[config.mk]
export PLATFORM = sky130hd
export DESIGN_NAME = oam_slice
export DESIGN_NICKNAME = d
export VERILOG_FILES = /design/src/logic/oam_pkg.sv /design/src/logic/oam_slice.sv
export SDC_FILE = /design/constraint.sdc
export NUM_CORES = 1
export LEC_CHECK = 0
export BUFFER_PORTS_ARGS = -buffer_cell sky130_fd_sc_hd__buf_2
export CAP_MARGIN = 10
export CORE_MARGIN = 1
export CORE_UTILIZATION = 45
export CTS_CLUSTER_DIAMETER = 50
export DETAILED_ROUTE_END_ITERATION = 10
export SYNTH_ARGS = -nofsm -noshare
export SYNTH_HDL_FRONTEND = slang
export SYNTH_SLANG_ARGS = --single-unit
[constraint.sdc]
create_clock -name CLK -period 4.8 [get_ports CLK]
set_input_delay 0.96 -clock CLK [delete_from_list [all_inputs] [get_ports CLK]]
set_output_delay 0.96 -clock CLK [all_outputs]
set_load 0.005 [all_outputs]
[src/logic/oam_pkg.sv]
// Behaviour
// - top nibble 1101: or literal into accumulator
// - 0001 00df ffff: or accumulator with register
// - target bit 0 accumulator, 1 register
// - 0010 00df ffff: copy register to target
// - copy sets zero flag even in place
package oam_pkg;

  localparam int unsigned OAM_DATA_W  = 8;
  localparam int unsigned OAM_WORD_W  = 12;
  localparam int unsigned OAM_NREGS   = 32;
  localparam int unsigned OAM_ADDR_W  = 12;

  localparam logic [11:0] OAM_OFS_INSTR  = 12'h000;
  localparam logic [11:0] OAM_OFS_ACC    = 12'h004;
  localparam logic [11:0] OAM_OFS_STATUS = 12'h008;
  localparam logic [11:0] OAM_OFS_FILE   = 12'h080;
  localparam logic [11:0] OAM_FILE_MASK  = 12'hF80;

  localparam int unsigned OAM_ST_ZERO = 0;
  localparam int unsigned OAM_ST_BAD  = 1;

  localparam logic [3:0] OAM_PAT_LIT  = 4'hD;
  localparam logic [5:0] OAM_PAT_OR   = 6'h04;
  localparam logic [5:0] OAM_PAT_COPY = 6'h08;

  localparam int unsigned OAM_D_BIT = 5;

  typedef enum logic [1:0] {
    OAM_OP_NONE = 2'b00,
    OAM_OP_LIT  = 2'b01,
    OAM_OP_OR   = 2'b10,
    OAM_OP_COPY = 2'b11
  } oam_op_t;

  typedef struct packed {
    oam_op_t    op;
    logic       to_reg;
    logic [4:0] sel;
    logic [7:0] lit;
  } oam_dec_t;

  typedef struct packed {
    logic [31:0][7:0] regs;
    logic [7:0]       acc;
    logic             zero;
    logic             bad;
    logic             pready;
    logic             slverr;
    logic [31:0]      prdata;
  } oam_state_t;

  localparam oam_state_t OAM_STATE_RST = '{default: '0};

endpackage

[src/logic/oam_slice.sv]
// Added by the designer: the register offsets and register access over APB.
`timescale 1ns/1ps
`default_nettype none
module oam_slice
  import oam_pkg::*;
(
  input  wire logic                  CLK,
  input  wire logic                  SYS_RST,
  input  wire logic                  PSEL,
  input  wire logic                  PENABLE,
  input  wire logic                  PWRITE,
  input  wire logic [OAM_ADDR_W-1:0] PADDR,
  input  wire logic [31:0]           PWDATA,
  output var  logic [31:0]           PRDATA,
  output var  logic                  PREADY,
  output var  logic                  PSLVERR,
  output var  logic [7:0]            ACC,
  output var  logic                  ZERO
);

  // state and decode
  oam_state_t       st;
  oam_state_t       next_st;
  oam_dec_t         dec;
  logic [7:0]       opnd;
  logic [7:0]       res;
  logic [7:0]       res_lit;
  logic [7:0]       res_or;
  logic [7:0]       res_copy;
  logic             res_zero;
  logic [4:0]       fidx;

  // address decode and bus phases
  logic             hit_instr;
  logic             hit_acc;
  logic             hit_status;
  logic             hit_file;
  logic             hit_none;
  logic             setup;
  logic             access;

  // write strobes
  logic             wr_ok;
  logic             wr_instr;
  logic             wr_acc;
  logic             wr_status;
  logic             wr_file;

  // execution and register file
  logic             exec_acc;
  logic             exec_reg;
  logic             exec_zero;
  logic             exec_bad;
  logic [31:0]      rd_word;
  logic [31:0]      reg_we;
  logic [31:0][7:0] reg_wd;

  // instruction decode
  always_comb begin
    dec.op     = OAM_OP_NONE;
    dec.to_reg = PWDATA[OAM_D_BIT];
    dec.sel    = PWDATA[4:0];
    dec.lit    = PWDATA[7:0];
    if (PWDATA[11:8] == OAM_PAT_LIT) begin
      dec.op = OAM_OP_LIT;
    end else if (PWDATA[11:6] == OAM_PAT_OR) begin
      dec.op = OAM_OP_OR;
    end else if (PWDATA[11:6] == OAM_PAT_COPY) begin
      dec.op = OAM_OP_COPY;
    end
  end

  // register map decode
  assign fidx = PADDR[6:2];

  always_comb begin
    hit_instr  = 1'b0;
    hit_acc    = 1'b0;
    hit_status = 1'b0;
    hit_file   = 1'b0;
    hit_none   = 1'b1;
    if (PADDR == OAM_OFS_INSTR) begin
      hit_instr = 1'b1;
    end
    if (PADDR == OAM_OFS_ACC) begin
      hit_acc = 1'b1;
    end
    if (PADDR == OAM_OFS_STATUS) begin
      hit_status = 1'b1;
    end
    if ((PADDR & OAM_FILE_MASK) == OAM_OFS_FILE) begin
      if (PADDR[1:0] == 2'b00) begin
        hit_file = 1'b1;
      end
    end
    if (hit_instr || hit_acc || hit_status || hit_file) begin
      hit_none = 1'b0;
    end
  end

  // answer after setup, act on the completing edge
  assign setup     = PSEL && !PENABLE;
  assign access    = PSEL && PENABLE && st.pready;
  assign wr_ok     = access && PWRITE && !st.slverr;
  assign wr_instr  = wr_ok && hit_instr;
  assign wr_acc    = wr_ok && hit_acc;
  assign wr_status = wr_ok && hit_status;
  assign wr_file   = wr_ok && hit_file;

  // read data for the answer cycle
  always_comb begin
    rd_word = 32'h0000_0000;
    if (hit_acc) begin
      rd_word[7:0] = st.acc;
    end else if (hit_status) begin
      rd_word[OAM_ST_ZERO] = st.zero;
      rd_word[OAM_ST_BAD]  = st.bad;
    end else if (hit_file) begin
      rd_word[7:0] = st.regs[fidx];
    end
  end

  // operand fetch and the three results
  assign opnd     = st.regs[dec.sel];
  assign res_lit  = st.acc | dec.lit;
  assign res_or   = st.acc | opnd;
  assign res_copy = opnd;

  // result routing per instruction
  always_comb begin
    res       = 8'h00;
    exec_acc  = 1'b0;
    exec_reg  = 1'b0;
    exec_zero = 1'b0;
    exec_bad  = 1'b0;
    case (dec.op)
      OAM_OP_LIT: begin
        res       = res_lit;
        exec_acc  = 1'b1;
        exec_zero = 1'b1;
      end
      OAM_OP_OR: begin
        res       = res_or;
        exec_acc  = !dec.to_reg;
        exec_reg  = dec.to_reg;
        exec_zero = 1'b1;
      end
      OAM_OP_COPY: begin
        res       = res_copy;
        exec_acc  = !dec.to_reg;
        exec_reg  = dec.to_reg;
        exec_zero = 1'b1;
      end
      default: begin
        // unknown words only raise the bad flag
        exec_bad = 1'b1;
      end
    endcase
  end

  assign res_zero = (res == 8'h00);

  // per-register write enable and write data
  for (genvar g = 0; g < OAM_NREGS; g++) begin : g_reg_wr
    assign reg_we[g] = (wr_instr && exec_reg && dec.sel == 5'(g)) ||
                       (wr_file && fidx == 5'(g));
    assign reg_wd[g] = wr_instr ? res : PWDATA[7:0];
  end

  // next state
  always_comb begin
    next_st        = st;
    next_st.pready = 1'b0;
    next_st.slverr = 1'b0;
    // answer in the first access cycle
    if (setup) begin
      next_st.pready = 1'b1;
      next_st.slverr = hit_none;
      next_st.prdata = rd_word;
    end
    // execution at the completing edge
    if (wr_instr) begin
      if (exec_acc) begin
        next_st.acc = res;
      end
      if (exec_zero) begin
        next_st.zero = res_zero;
      end
      if (exec_bad) begin
        next_st.bad = 1'b1;
      end
    end
    if (wr_acc) begin
      next_st.acc = PWDATA[7:0];
    end
    if (wr_status) begin
      next_st.zero = PWDATA[OAM_ST_ZERO];
      if (PWDATA[OAM_ST_BAD]) begin
        next_st.bad = 1'b0;
      end
    end
    // file writes from the bus or from execution
    for (int i = 0; i < int'(OAM_NREGS); i++) begin
      if (reg_we[i]) begin
        next_st.regs[i] = reg_wd[i];
      end
    end
    // synchronous reset wins
    if (SYS_RST) begin
      next_st = OAM_STATE_RST;
    end
  end

  // state register
  always_ff @(posedge CLK) begin
    st <= next_st;
  end

  // outputs straight from the state
  assign PRDATA  = st.prdata;
  assign PREADY  = st.pready;
  assign PSLVERR = st.slverr;
  assign ACC     = st.acc;
  assign ZERO    = st.zero;

endmodule
`default_nettype wire

==> results of run 1 <==
-- state kept, by name (all words and copies together), names as in the netlist --
signal	flops
st	257
ZERO	1
PSLVERR	1
PRDATA	8
PREADY	1
ACC	8
-- synth_stat cells, types with 3 or more instances --
cell type	instances
dfxtp_1	276
nor2_1	250
a211oi_1	216
mux4_2	133
buf_4	73
clkbuf_1	55
a21oi_1	48
buf_2	45
nand3_1	37
inv_1	35
or2_2	33
nand2_1	25
a32o_2	20
nor2b_1	19
buf_6	17
a211oi_2	16
a22oi_1	13
mux2i_1	13
a32o_1	12
o21ai_0	12
nor4_1	11
a222oi_1	8
mux2_2	8
mux4_1	7
nor3_1	7
nand2b_1	5
a22oi_2	4
and2_1	4
a221oi_1	3
and3_1	3
ha_1	3
nor4_4	3
o221ai_1	3
-- cell type report --
type / count / area (um2) / area share (%)
Tap cell: 448 / 561 / 3.36
Timing Repair Buffer: 109 / 795 / 4.77
Clock buffer: 47 / 1010 / 6.07
Inverter: 37 / 139 / 0.834
Multi-Input combinational cell: 981 / 8500 / 51.1
Clock inverter: 12 / 124 / 0.744
Sequential cell: 276 / 5530 / 33.2
-- cells by family (layout without fill, tap and decap cells) --
| logic type | after synthesis | count (layout) | share of synthesized area [%] |
|---|---|---|---|
| flip-flops | 276 | 276 | 36.2 |
| adder cells (fa/ha/maj) | 3 | 3 | 0.246 |
| buffers and inverters | 230 | 205 | 8.76 |
| multiplexers | 161 | 161 | 22.3 |
| AO/OA/AOI/OAI | 384 | 384 | 20.0 |
| other | 1 | 24 | 0.0246 |
| AND/OR/NAND/NOR | 409 | 409 | 12.5 |
-- routing by layer --
metal	vias to the layer above	global-route usage [%]
met5	-	0
met3	83	6.52
li1	5483	-
met4	4	8.49
met2	586	40.5
met1	5806	38.1
-- worst max-delay path by stage --
stage,endpoint,slack [ns],cells past startpoint
final,st[136],1.17,12
after global routing,st[48],0.99,11
after CTS,st[136],1.18,12
after detailed placement,st[136],0.67,12
after global placement,st[48],0.75,11
after floorplan,st[58],1.43,12
-- through the flow --
stage / hold slack, ns / utilization [%] / instance area [um2] / total power [mW]
final: 0.491 / 49.8 / 16700 / 5.27
after global routing: 0.527 / 49.8 / 16700 / 5.41
after CTS: 0.493 / 49.8 / 16700 / 5.29
after detailed placement: 0.484 / 46.4 / 15500 / 2.72
after global placement: 0.481 / 46.4 / 15500 / 2.72
after floorplan: 0.469 / - / 15400 / 2.62
-- critical path: stages --
cell and delay (ns):
buf_2 0.10, nor4_1 0.31, nand2_1 0.08, and2_1 0.20
ha_1 0.46, a21oi_1 0.12, buf_4 0.21, o31a_1 0.37
a221oi_4 0.71, buf_4 0.29, nand3_1 0.08, a21oi_1 0.17
-- power groups by stage --
| stage | registers (mW) | clock network [mW] | logic, mW |
|---|---|---|---|
| global route | 2.30 | 2.72 | 0.400 |
| CTS | 2.30 | 2.62 | 0.374 |
| global placement | 2.35 | 0 | 0.372 |
| detailed placement | 2.35 | 0 | 0.373 |
| finish | 2.30 | 2.59 | 0.377 |
| floorplan | 2.35 | 0 | 0.275 |
==> results.sh, run 1 <==
export IMPL_drc_errors=0
export IMPL_hold_buffers=0
export IMPL_finalSetupTns_ns=0
export IMPL_worstHoldEndpoint="PRDATA[2]"
export IMPL_syn_to_final_growth_pct=9.13
export IMPL_p_int_mw=3.99
export IMPL_port_buffers=47
export IMPL_finalNonFillerCells=1910
export IMPL_cts_tree="built"
export IMPL_wirelength_met1_um=20100
export IMPL_min_path_cells=2
export IMPL_grt_use_total_pct=26.9
export IMPL_top_layer_used="met5"
export IMPL_power_density_nw_per_um2=316
export IMPL_async_flop_share_pct=0
export IMPL_num_antenna_cells=0
export IMPL_r2r_start="st[133]"
export IMPL_wire_per_inst_um=24.1
export IMPL_report_final_slew_viol_count=0
export IMPL_die_h_um=186
export IMPL_comb_power_share_pct=7.2
export IMPL_cts_inserted_buffers=34
export IMPL_seq_area_frac_synth_pct=36.2
export IMPL_synth_edf_count=0
export IMPL_grt_pass1_vias=11100
export IMPL_antenna_found_initial=3
export IMPL_layout_commonest_cell="dfxtp_1"
export IMPL_syn_area_um2=15300
export IMPL_first_pass_iters=8
export IMPL_ys_ff_latch=276
export IMPL_cts_htree_levels=2
export IMPL_path_max_fanout=12
export IMPL_num_nets_final=1491
export IMPL_rsz0062_at_grt="no"
export IMPL_critPathCaptureType="register"
export IMPL_relSlewSlack_pct=34.5
export IMPL_synth_cells=1464
export IMPL_ir_worst_vdd_v=0.000255
export IMPL_critical_path_startpoint="PWDATA[11]"
export IMPL_finClkSkew_ns=0.00736
export IMPL_drt_total_wl_um=46000
export IMPL_p_sw_share_pct=24.1
export IMPL_cts_resized=0
export IMPL_clk_latency_ns=0.51
export IMPL_arrival_ns=4.06
export IMPL_synth_area_top_cells="dfxtp_1 36%, mux4_2 20%, a211oi_1 11%, nor2_1 6.1%, buf_4 3.6%"
export IMPL_cts_root_buf="clkbuf_16"
export IMPL_dp_slack_ns=0.675
export IMPL_min_path_type="reg2reg"
export IMPL_cp_start_kind="primary input"
export IMPL_vias=12000
export IMPL_fillCellCount=2993
export IMPL_grt_pass1_wl_um=69100
export IMPL_hp_start="PRDATA[2]"
export IMPL_status="finished, final reports clean"
export IMPL_dp_cells=1851
export IMPL_postRouteAntennaNets=0
export IMPL_p_leak_nw=5.49
export IMPL_setup_viol=0
export IMPL_cp_required_ns=5.23
export IMPL_grt_remaining_overflow=0
export IMPL_layout_drive_gt1_share_pct=27.4
export IMPL_postCtsSetupRepairBufs=0
export IMPL_layout_setup_ws_ns=1.17
export IMPL_worstReg2RegEnd="st[197]"
export IMPL_timing_fmax_mhz=275
export IMPL_die_x_um=186
export IMPL_r2r_slack_ns=2.14
export IMPL_met3WireLength_um=4340
export IMPL_cts_path_max_buffers=3
export IMPL_yosysTopAreaCell="dfxtp_1"
export IMPL_dr_wl_met2_um=20300
export IMPL_design_portCount=92
export IMPL_start_util_pct=45.6
export IMPL_final_cell_mix="276 x dfxtp_1, 250 x nor2_1, 216 x a211oi_1"
export IMPL_tightestPinTransition_ns=0.979
export IMPL_synth_top_flop_cell="dfxtp_1"
export IMPL_clkPwrFrac_pct=49.2
export IMPL_synth_cell_types=68
export IMPL_path_clk_slew_ns=0.06
export IMPL_drt_iter0_drc=1320
export IMPL_maxCapViolCount=0
export IMPL_clock_sinks=276
export IMPL_coreArea_um2=33400
export IMPL_r2r_cells=8
export IMPL_die_area_um2=34700
export IMPL_power_frac_seq_pct=43.6
export IMPL_via_per_inst=6.26
export IMPL_criticalPathCategory="in2reg"
export IMPL_syn_area_per_cell_um2=10.4
export IMPL_yosysWarnings=0
export IMPL_fp_row_count=67
export IMPL_hold_violations=0
export IMPL_dpl_hpwl_um=30600
export IMPL_synth_top_area_share_pct=36.2
export IMPL_final_period_utilization_pct=75.7
export IMPL_power_switching_mw=1.27
export IMPL_gp_congestion=0.951
export IMPL_period_minus_slack_ns=3.63
export IMPL_grt_max_degree=95
Note: power is estimated with default switching activity, not from simulation.
==> inputs of run 2 (changes only) <==
==> constraint.sdc (replaced) <==
create_clock -name CLK -period 3.5 [get_ports CLK]
set_input_delay 0.7 -clock CLK [delete_from_list [all_inputs] [get_ports CLK]]
set_output_delay 0.7 -clock CLK [all_outputs]
set_load 0.005 [all_outputs]
==> run 2 against run 1 <==
  * Clock power up 33%
  * Via count up 4.1%
  * Register-to-register slack worse by 1.4 ns
  * Die area unchanged
  * Sequential share of layout area down 1.9 points
  * Non-clock buffer count up 73
  * Critical endpoint is now st[119]
  * Highest routed layer unchanged
==> results.sh, run 2 (same netlist as run 1, synthesis figures left out) <==
export IMPL_cts_tree="built"
export IMPL_path_clk_slew_ns=0.07
export IMPL_drt_iter0_drc=1437
export IMPL_cts_root_buf="clkbuf_16"
export IMPL_timing_fmax_mhz=333
export IMPL_drt_total_wl_um=47400
export IMPL_fp_row_count=67
export IMPL_arrival_ns=3.43
export IMPL_drc_errors=0
export IMPL_clk_latency_ns=0.58
export IMPL_dpl_hpwl_um=33600
export IMPL_hold_worst_slack_ns=0.464
export IMPL_design_portCount=92
export IMPL_regMostFlops="st"
export IMPL_vias=12500
export IMPL_die_h_um=186
export IMPL_path_max_fanout=17
export IMPL_clock_sinks=276
export IMPL_cts_path_max_buffers=3
export IMPL_min_path_cells=3
export IMPL_num_nets_final=1561
export IMPL_worstReg2RegEnd="st[119]"
export IMPL_ir_worst_vdd_v=0.000320
export IMPL_hp_start="PWDATA[6]"
export IMPL_regArea_um2=5530
export IMPL_r2r_cells=7
export IMPL_tightestPinTransition_ns=0.868
export IMPL_final_period_utilization_pct=85.8
export IMPL_cts_inserted_buffers=31
export IMPL_port_buffers=47
export IMPL_hold_violations=0
export IMPL_largest_reg_flops=257
export IMPL_finalNonFillerCells=1982
export IMPL_critPathCaptureType="register"
export IMPL_antenna_found_initial=1
export IMPL_r2r_slack_ns=0.78
export IMPL_hold_buffers=0
export IMPL_worstHoldEndpoint="ACC[6]"
export IMPL_setup_viol=0
export IMPL_met3WireLength_um=4240
export IMPL_layout_drive_gt1_share_pct=30.7
export IMPL_p_leak_nw=5.97
export IMPL_grt_pass1_wl_um=71600
export IMPL_cts_resized=0
export IMPL_period_minus_slack_ns=3.00
export IMPL_start_util_pct=45.6
export IMPL_status="finished, final reports clean"
export IMPL_cp_start_kind="primary input"
export IMPL_wire_per_inst_um=23.9
export IMPL_num_antenna_cells=0
export IMPL_top_layer_used="met5"
export IMPL_relSlewSlack_pct=42.1
export IMPL_coreArea_um2=33400
export IMPL_gp_congestion=0.931
export IMPL_first_pass_iters=6
export IMPL_multi_input_area_um2=8500
export IMPL_die_area_um2=34700
export IMPL_power_density_nw_per_um2=405
export IMPL_report_final_slew_viol_count=0
export IMPL_postRouteAntennaNets=0
export IMPL_fillCellCount=2936
export IMPL_min_path_type="in2reg"
export IMPL_grt_pass1_vias=11500
export IMPL_final_cell_mix="276 x dfxtp_1, 250 x nor2_1, 216 x a211oi_1"
export IMPL_rsz0062_at_grt="no"
export IMPL_grt_use_total_pct=27.6
export IMPL_r2r_start="st[271]"
export IMPL_syn_to_final_growth_pct=15.8
export IMPL_wirelength_met1_um=20800
export IMPL_postCtsSetupRepairBufs=0
export IMPL_utilization_pct=52.8
export IMPL_grt_remaining_overflow=0
export IMPL_die_x_um=186
export IMPL_dr_wl_met2_um=20700
export IMPL_cp_required_ns=3.92
export IMPL_cts_htree_levels=1
export IMPL_layout_commonest_cell="dfxtp_1"
export IMPL_criticalPathCategory="in2reg"
export IMPL_via_per_inst=6.28
export IMPL_finClkSkew_ns=0.0124
export IMPL_dp_cells=1924
export IMPL_maxCapViolCount=0
export IMPL_grt_max_degree=118
-- run 2: changes by cell type in the layout (fill, tap and decap cells not counted), moves of 3 or more --
cell,previous run,this run
buf_4,60,92
buf_12,6,47
clkbuf_8,10,7
clkbuf_16,35,31
-- run 2: where the power goes --
group / internal (mW) / leakage (nW) / switching (mW)
sequential: 3.15 / 2.22 / 0.00266
clock: 2.06 / 0.528 / 1.38
combinational: 0.210 / 3.21 / 0.362
-- run 2: critical path: stages --
cell and delay [ns]:
buf_4 0.35, mux4_1 0.63, nor2b_1 0.18, a2111oi_0 0.67, o31ai_1 0.25, a22oi_2 0.22
buf_4 0.29, a211oi_1 0.12
-- run 2: how the worst max path moves through the flow --
| stage | start | to | slack, ns | cells after the start |
|---|---|---|---|---|
| floorplan | PWDATA[11] | st[58] | 0.39 | 12 |
| global placement | PWDATA[11] | st[45] | -0.02 | 12 |
| detailed placement | PWDATA[1] | st[199] | -0.1 | 8 |
| CTS | PWDATA[1] | st[175] | 0.51 | 8 |
| global route | PWDATA[1] | st[175] | 0.38 | 8 |
| finish | PWDATA[1] | st[119] | 0.50 | 8 |
-- run 2: metal layers --
metal	up-vias	track usage, %
met2	634	41.0
met1	6102	40.3
met3	98	4.98
met4	2	9.57
li1	5615	-
met5	-	0
-- run 2: area by class of cell --
type	instances	area share [%]
Tap cell	448	3.17
Timing Repair Buffer	182	10.5
Sequential cell	276	31.3
Inverter	37	0.786
Clock inverter	16	1.19
Multi-Input combinational cell	981	48.1
Clock buffer	42	4.96
-- run 2: stage by stage --
step                      instance area, um2  setup TNS, ns  setup slack [ns]  power (mW)
after floorplan                        15400              0             0.390        3.60
after global placement                 16600         -0.182           -0.0160        3.78
after detailed placement               16600          -1.88           -0.0951        3.78
after CTS                              17700              0             0.509        7.20
after global routing                   17700              0             0.380        7.38
final                                  17700              0             0.498        7.16
==> inputs of run 3 (changes only) <==
--- a/config.mk
+++ b/config.mk
@@ -11,6 +11,7 @@
 export CORE_UTILIZATION = 45
 export CTS_CLUSTER_DIAMETER = 50
 export DETAILED_ROUTE_END_ITERATION = 10
+export PLACE_DENSITY_LB_ADDON = 0.25
 export SYNTH_ARGS = -nofsm -noshare
 export SYNTH_HDL_FRONTEND = slang
 export SYNTH_SLANG_ARGS = --single-unit
==> run 3 against run 2 <==
  * Setup slack worse by 0.063 ns
  * Cell count fell by 0.15%
  * First-iteration DRC count down 14%
  * Via count down 1.2%
  * Critical path depth increased by 1
  * Combinational power is 2% lower
  * Clock-buffer cell count up 3
  * Die area unchanged
==> results.sh, run 3 (same netlist as run 1, synthesis figures left out) <==
export IMPL_largest_reg_flops=257
export IMPL_num_antenna_cells=0
export IMPL_start_util_pct=45.6
export IMPL_power_density_nw_per_um2=392
export IMPL_die_x_um=186
export IMPL_fp_row_count=67
export IMPL_ir_worst_vdd_v=0.000298
export IMPL_drc_errors=0
export IMPL_layout_drive_gt1_share_pct=30.5
export IMPL_die_h_um=186
export IMPL_cts_inserted_buffers=31
export IMPL_timing_fmax_mhz=326
export IMPL_clk_latency_ns=0.56
export IMPL_postCtsSetupRepairBufs=0
export IMPL_gp_congestion=0.940
export IMPL_arrival_ns=3.47
export IMPL_worstReg2RegEnd="st[119]"
export IMPL_first_pass_iters=6
export IMPL_min_path_cells=2
export IMPL_cp_required_ns=3.90
export IMPL_wire_per_inst_um=23.6
export IMPL_regMostFlops="st"
export IMPL_via_per_inst=6.22
export IMPL_tightestPinTransition_ns=0.772
export IMPL_cts_root_buf="clkbuf_16"
export IMPL_cts_htree_levels=1
export IMPL_r2r_slack_ns=0.59
export IMPL_setup_viol=0
export IMPL_coreArea_um2=33400
export IMPL_vias=12300
export IMPL_grt_remaining_overflow=0
export IMPL_num_nets_final=1559
export IMPL_postPlaceCellArea_um2=16400
export IMPL_port_buffers=47
export IMPL_grt_max_degree=99
export IMPL_final_period_utilization_pct=87.6
export IMPL_clock_sinks=276
export IMPL_cts_tree="built"
export IMPL_grt_pass1_wl_um=70600
export IMPL_cts_path_max_buffers=3
export IMPL_critical_path_startpoint="PWDATA[1]"
export IMPL_cts_resized=0
export IMPL_final_cell_mix="276 x dfxtp_1, 250 x nor2_1, 216 x a211oi_1"
export IMPL_worstHoldEndpoint="PRDATA[7]"
export IMPL_drt_iter0_drc=1234
export IMPL_postRouteAntennaNets=0
export IMPL_relSlewSlack_pct=47.2
export IMPL_syn_to_final_growth_pct=14.1
export IMPL_report_final_slew_viol_count=0
export IMPL_path_max_fanout=16
export IMPL_status="finished, final reports clean"
export IMPL_min_path_type="reg2reg"
export IMPL_path_clk_slew_ns=0.06
export IMPL_final_area_um2=17400
export IMPL_rsz0062_at_grt="no"
export IMPL_critPathCaptureType="register"
export IMPL_design_portCount=92
export IMPL_finalSetupTns_ns=0
export IMPL_die_area_um2=34700
export IMPL_criticalPathCategory="in2reg"
export IMPL_cp_start_kind="primary input"
export IMPL_hold_buffers=0
export IMPL_hold_violations=0
export IMPL_maxCapViolCount=0
export IMPL_layout_commonest_cell="dfxtp_1"
export IMPL_period_minus_slack_ns=3.06
export IMPL_grt_use_total_pct=27.1
export IMPL_antenna_found_initial=1
export IMPL_grt_pass1_vias=11400
export IMPL_r2r_cells=8
export IMPL_drt_total_wl_um=46800
export IMPL_p_leak_nw=5.87
export IMPL_hp_start="PRDATA[7]"
export IMPL_r2r_start="st[223]"
export IMPL_dpl_hpwl_um=33100
export IMPL_finClkSkew_ns=0.0116
==> run 3: cell types whose count changed in the layout (fill, tap and decap cells not counted) <==
cell | previous run | this run
buf_12 | 47 | 36
buf_4 | 92 | 101
bufinv_16 | 4 | 0
clkbuf_8 | 7 | 9
clkinv_2 | 5 | 7
inv_6 | 2 | 0
clkbuf_1 | 5 | 6
clkinv_4 | 1 | 2
clkinv_8 | 1 | 0
clkinvlp_4 | 3 | 2
inv_8 | 0 | 1
==> run 3: worst max-delay path: stages <==
cell,delay [ns]
buf_4,0.22
mux4_1,0.60
nor2b_1,0.16
a2111oi_0,0.70
buf_4,0.24
o31ai_1,0.11
a22oi_2,0.29
buf_4,0.30
a211oi_1,0.11
==> run 3: where the power goes <==
group / internal (mW) / total [mW] / switching, mW
Clock: 1.80 / 3.12 / 1.32
Combinational: 0.200 / 0.563 / 0.363
Sequential: 3.15 / 3.15 / 0.00280
==> run 3: routing by layer <==
| metal | part of all wire, % | GRT usage (%) | vias up | wire length, um |
|---|---|---|---|---|
| li1 | - | - | 5605 | - |
| met2 | 45 | 41.3 | 568 | 20800 |
| met3 | 8.4 | 4.44 | 64 | 3910 |
| met1 | 45 | 39.6 | 6066 | 21000 |
| met4 | 2.2 | 7.34 | 2 | 1040 |
| met5 | 0.028 | 0 | - | 13 |
==> run 3: metrics by stage <==
stage                     std cells  worst slack, ns  hold slack, ns  power [mW]  util, %
after floorplan                1487            0.390           0.469        3.60        -
after global placement         1922           -0.151           0.480        3.77     49.1
after detailed placement       1922          -0.0992           0.481        3.78     49.1
after CTS                      1979            0.462           0.481        6.86     52.1
after global routing           1979            0.316           0.502        7.05     52.1
final                          1979            0.436           0.490        6.84     52.1
==> run 3: how the worst max path moves through the flow <==
stage | end | slack, ns | depth (start not counted)
floorplan | st[58] | 0.39 | 12
global placement | st[47] | -0.15 | 9
detailed placement | st[247] | -0.1 | 9
CTS | st[215] | 0.46 | 9
global route | st[247] | 0.32 | 9
finish | st[119] | 0.44 | 9
==> run 3: final cells by class <==
type	count	area (um2)
clock buffer	45	908
clock inverter	12	78.8
fill	2989	16000
inverter	37	139
multi-input combinational	981	8500
sequential	276	5530
tap	448	561
timing repair buffer	180	1700
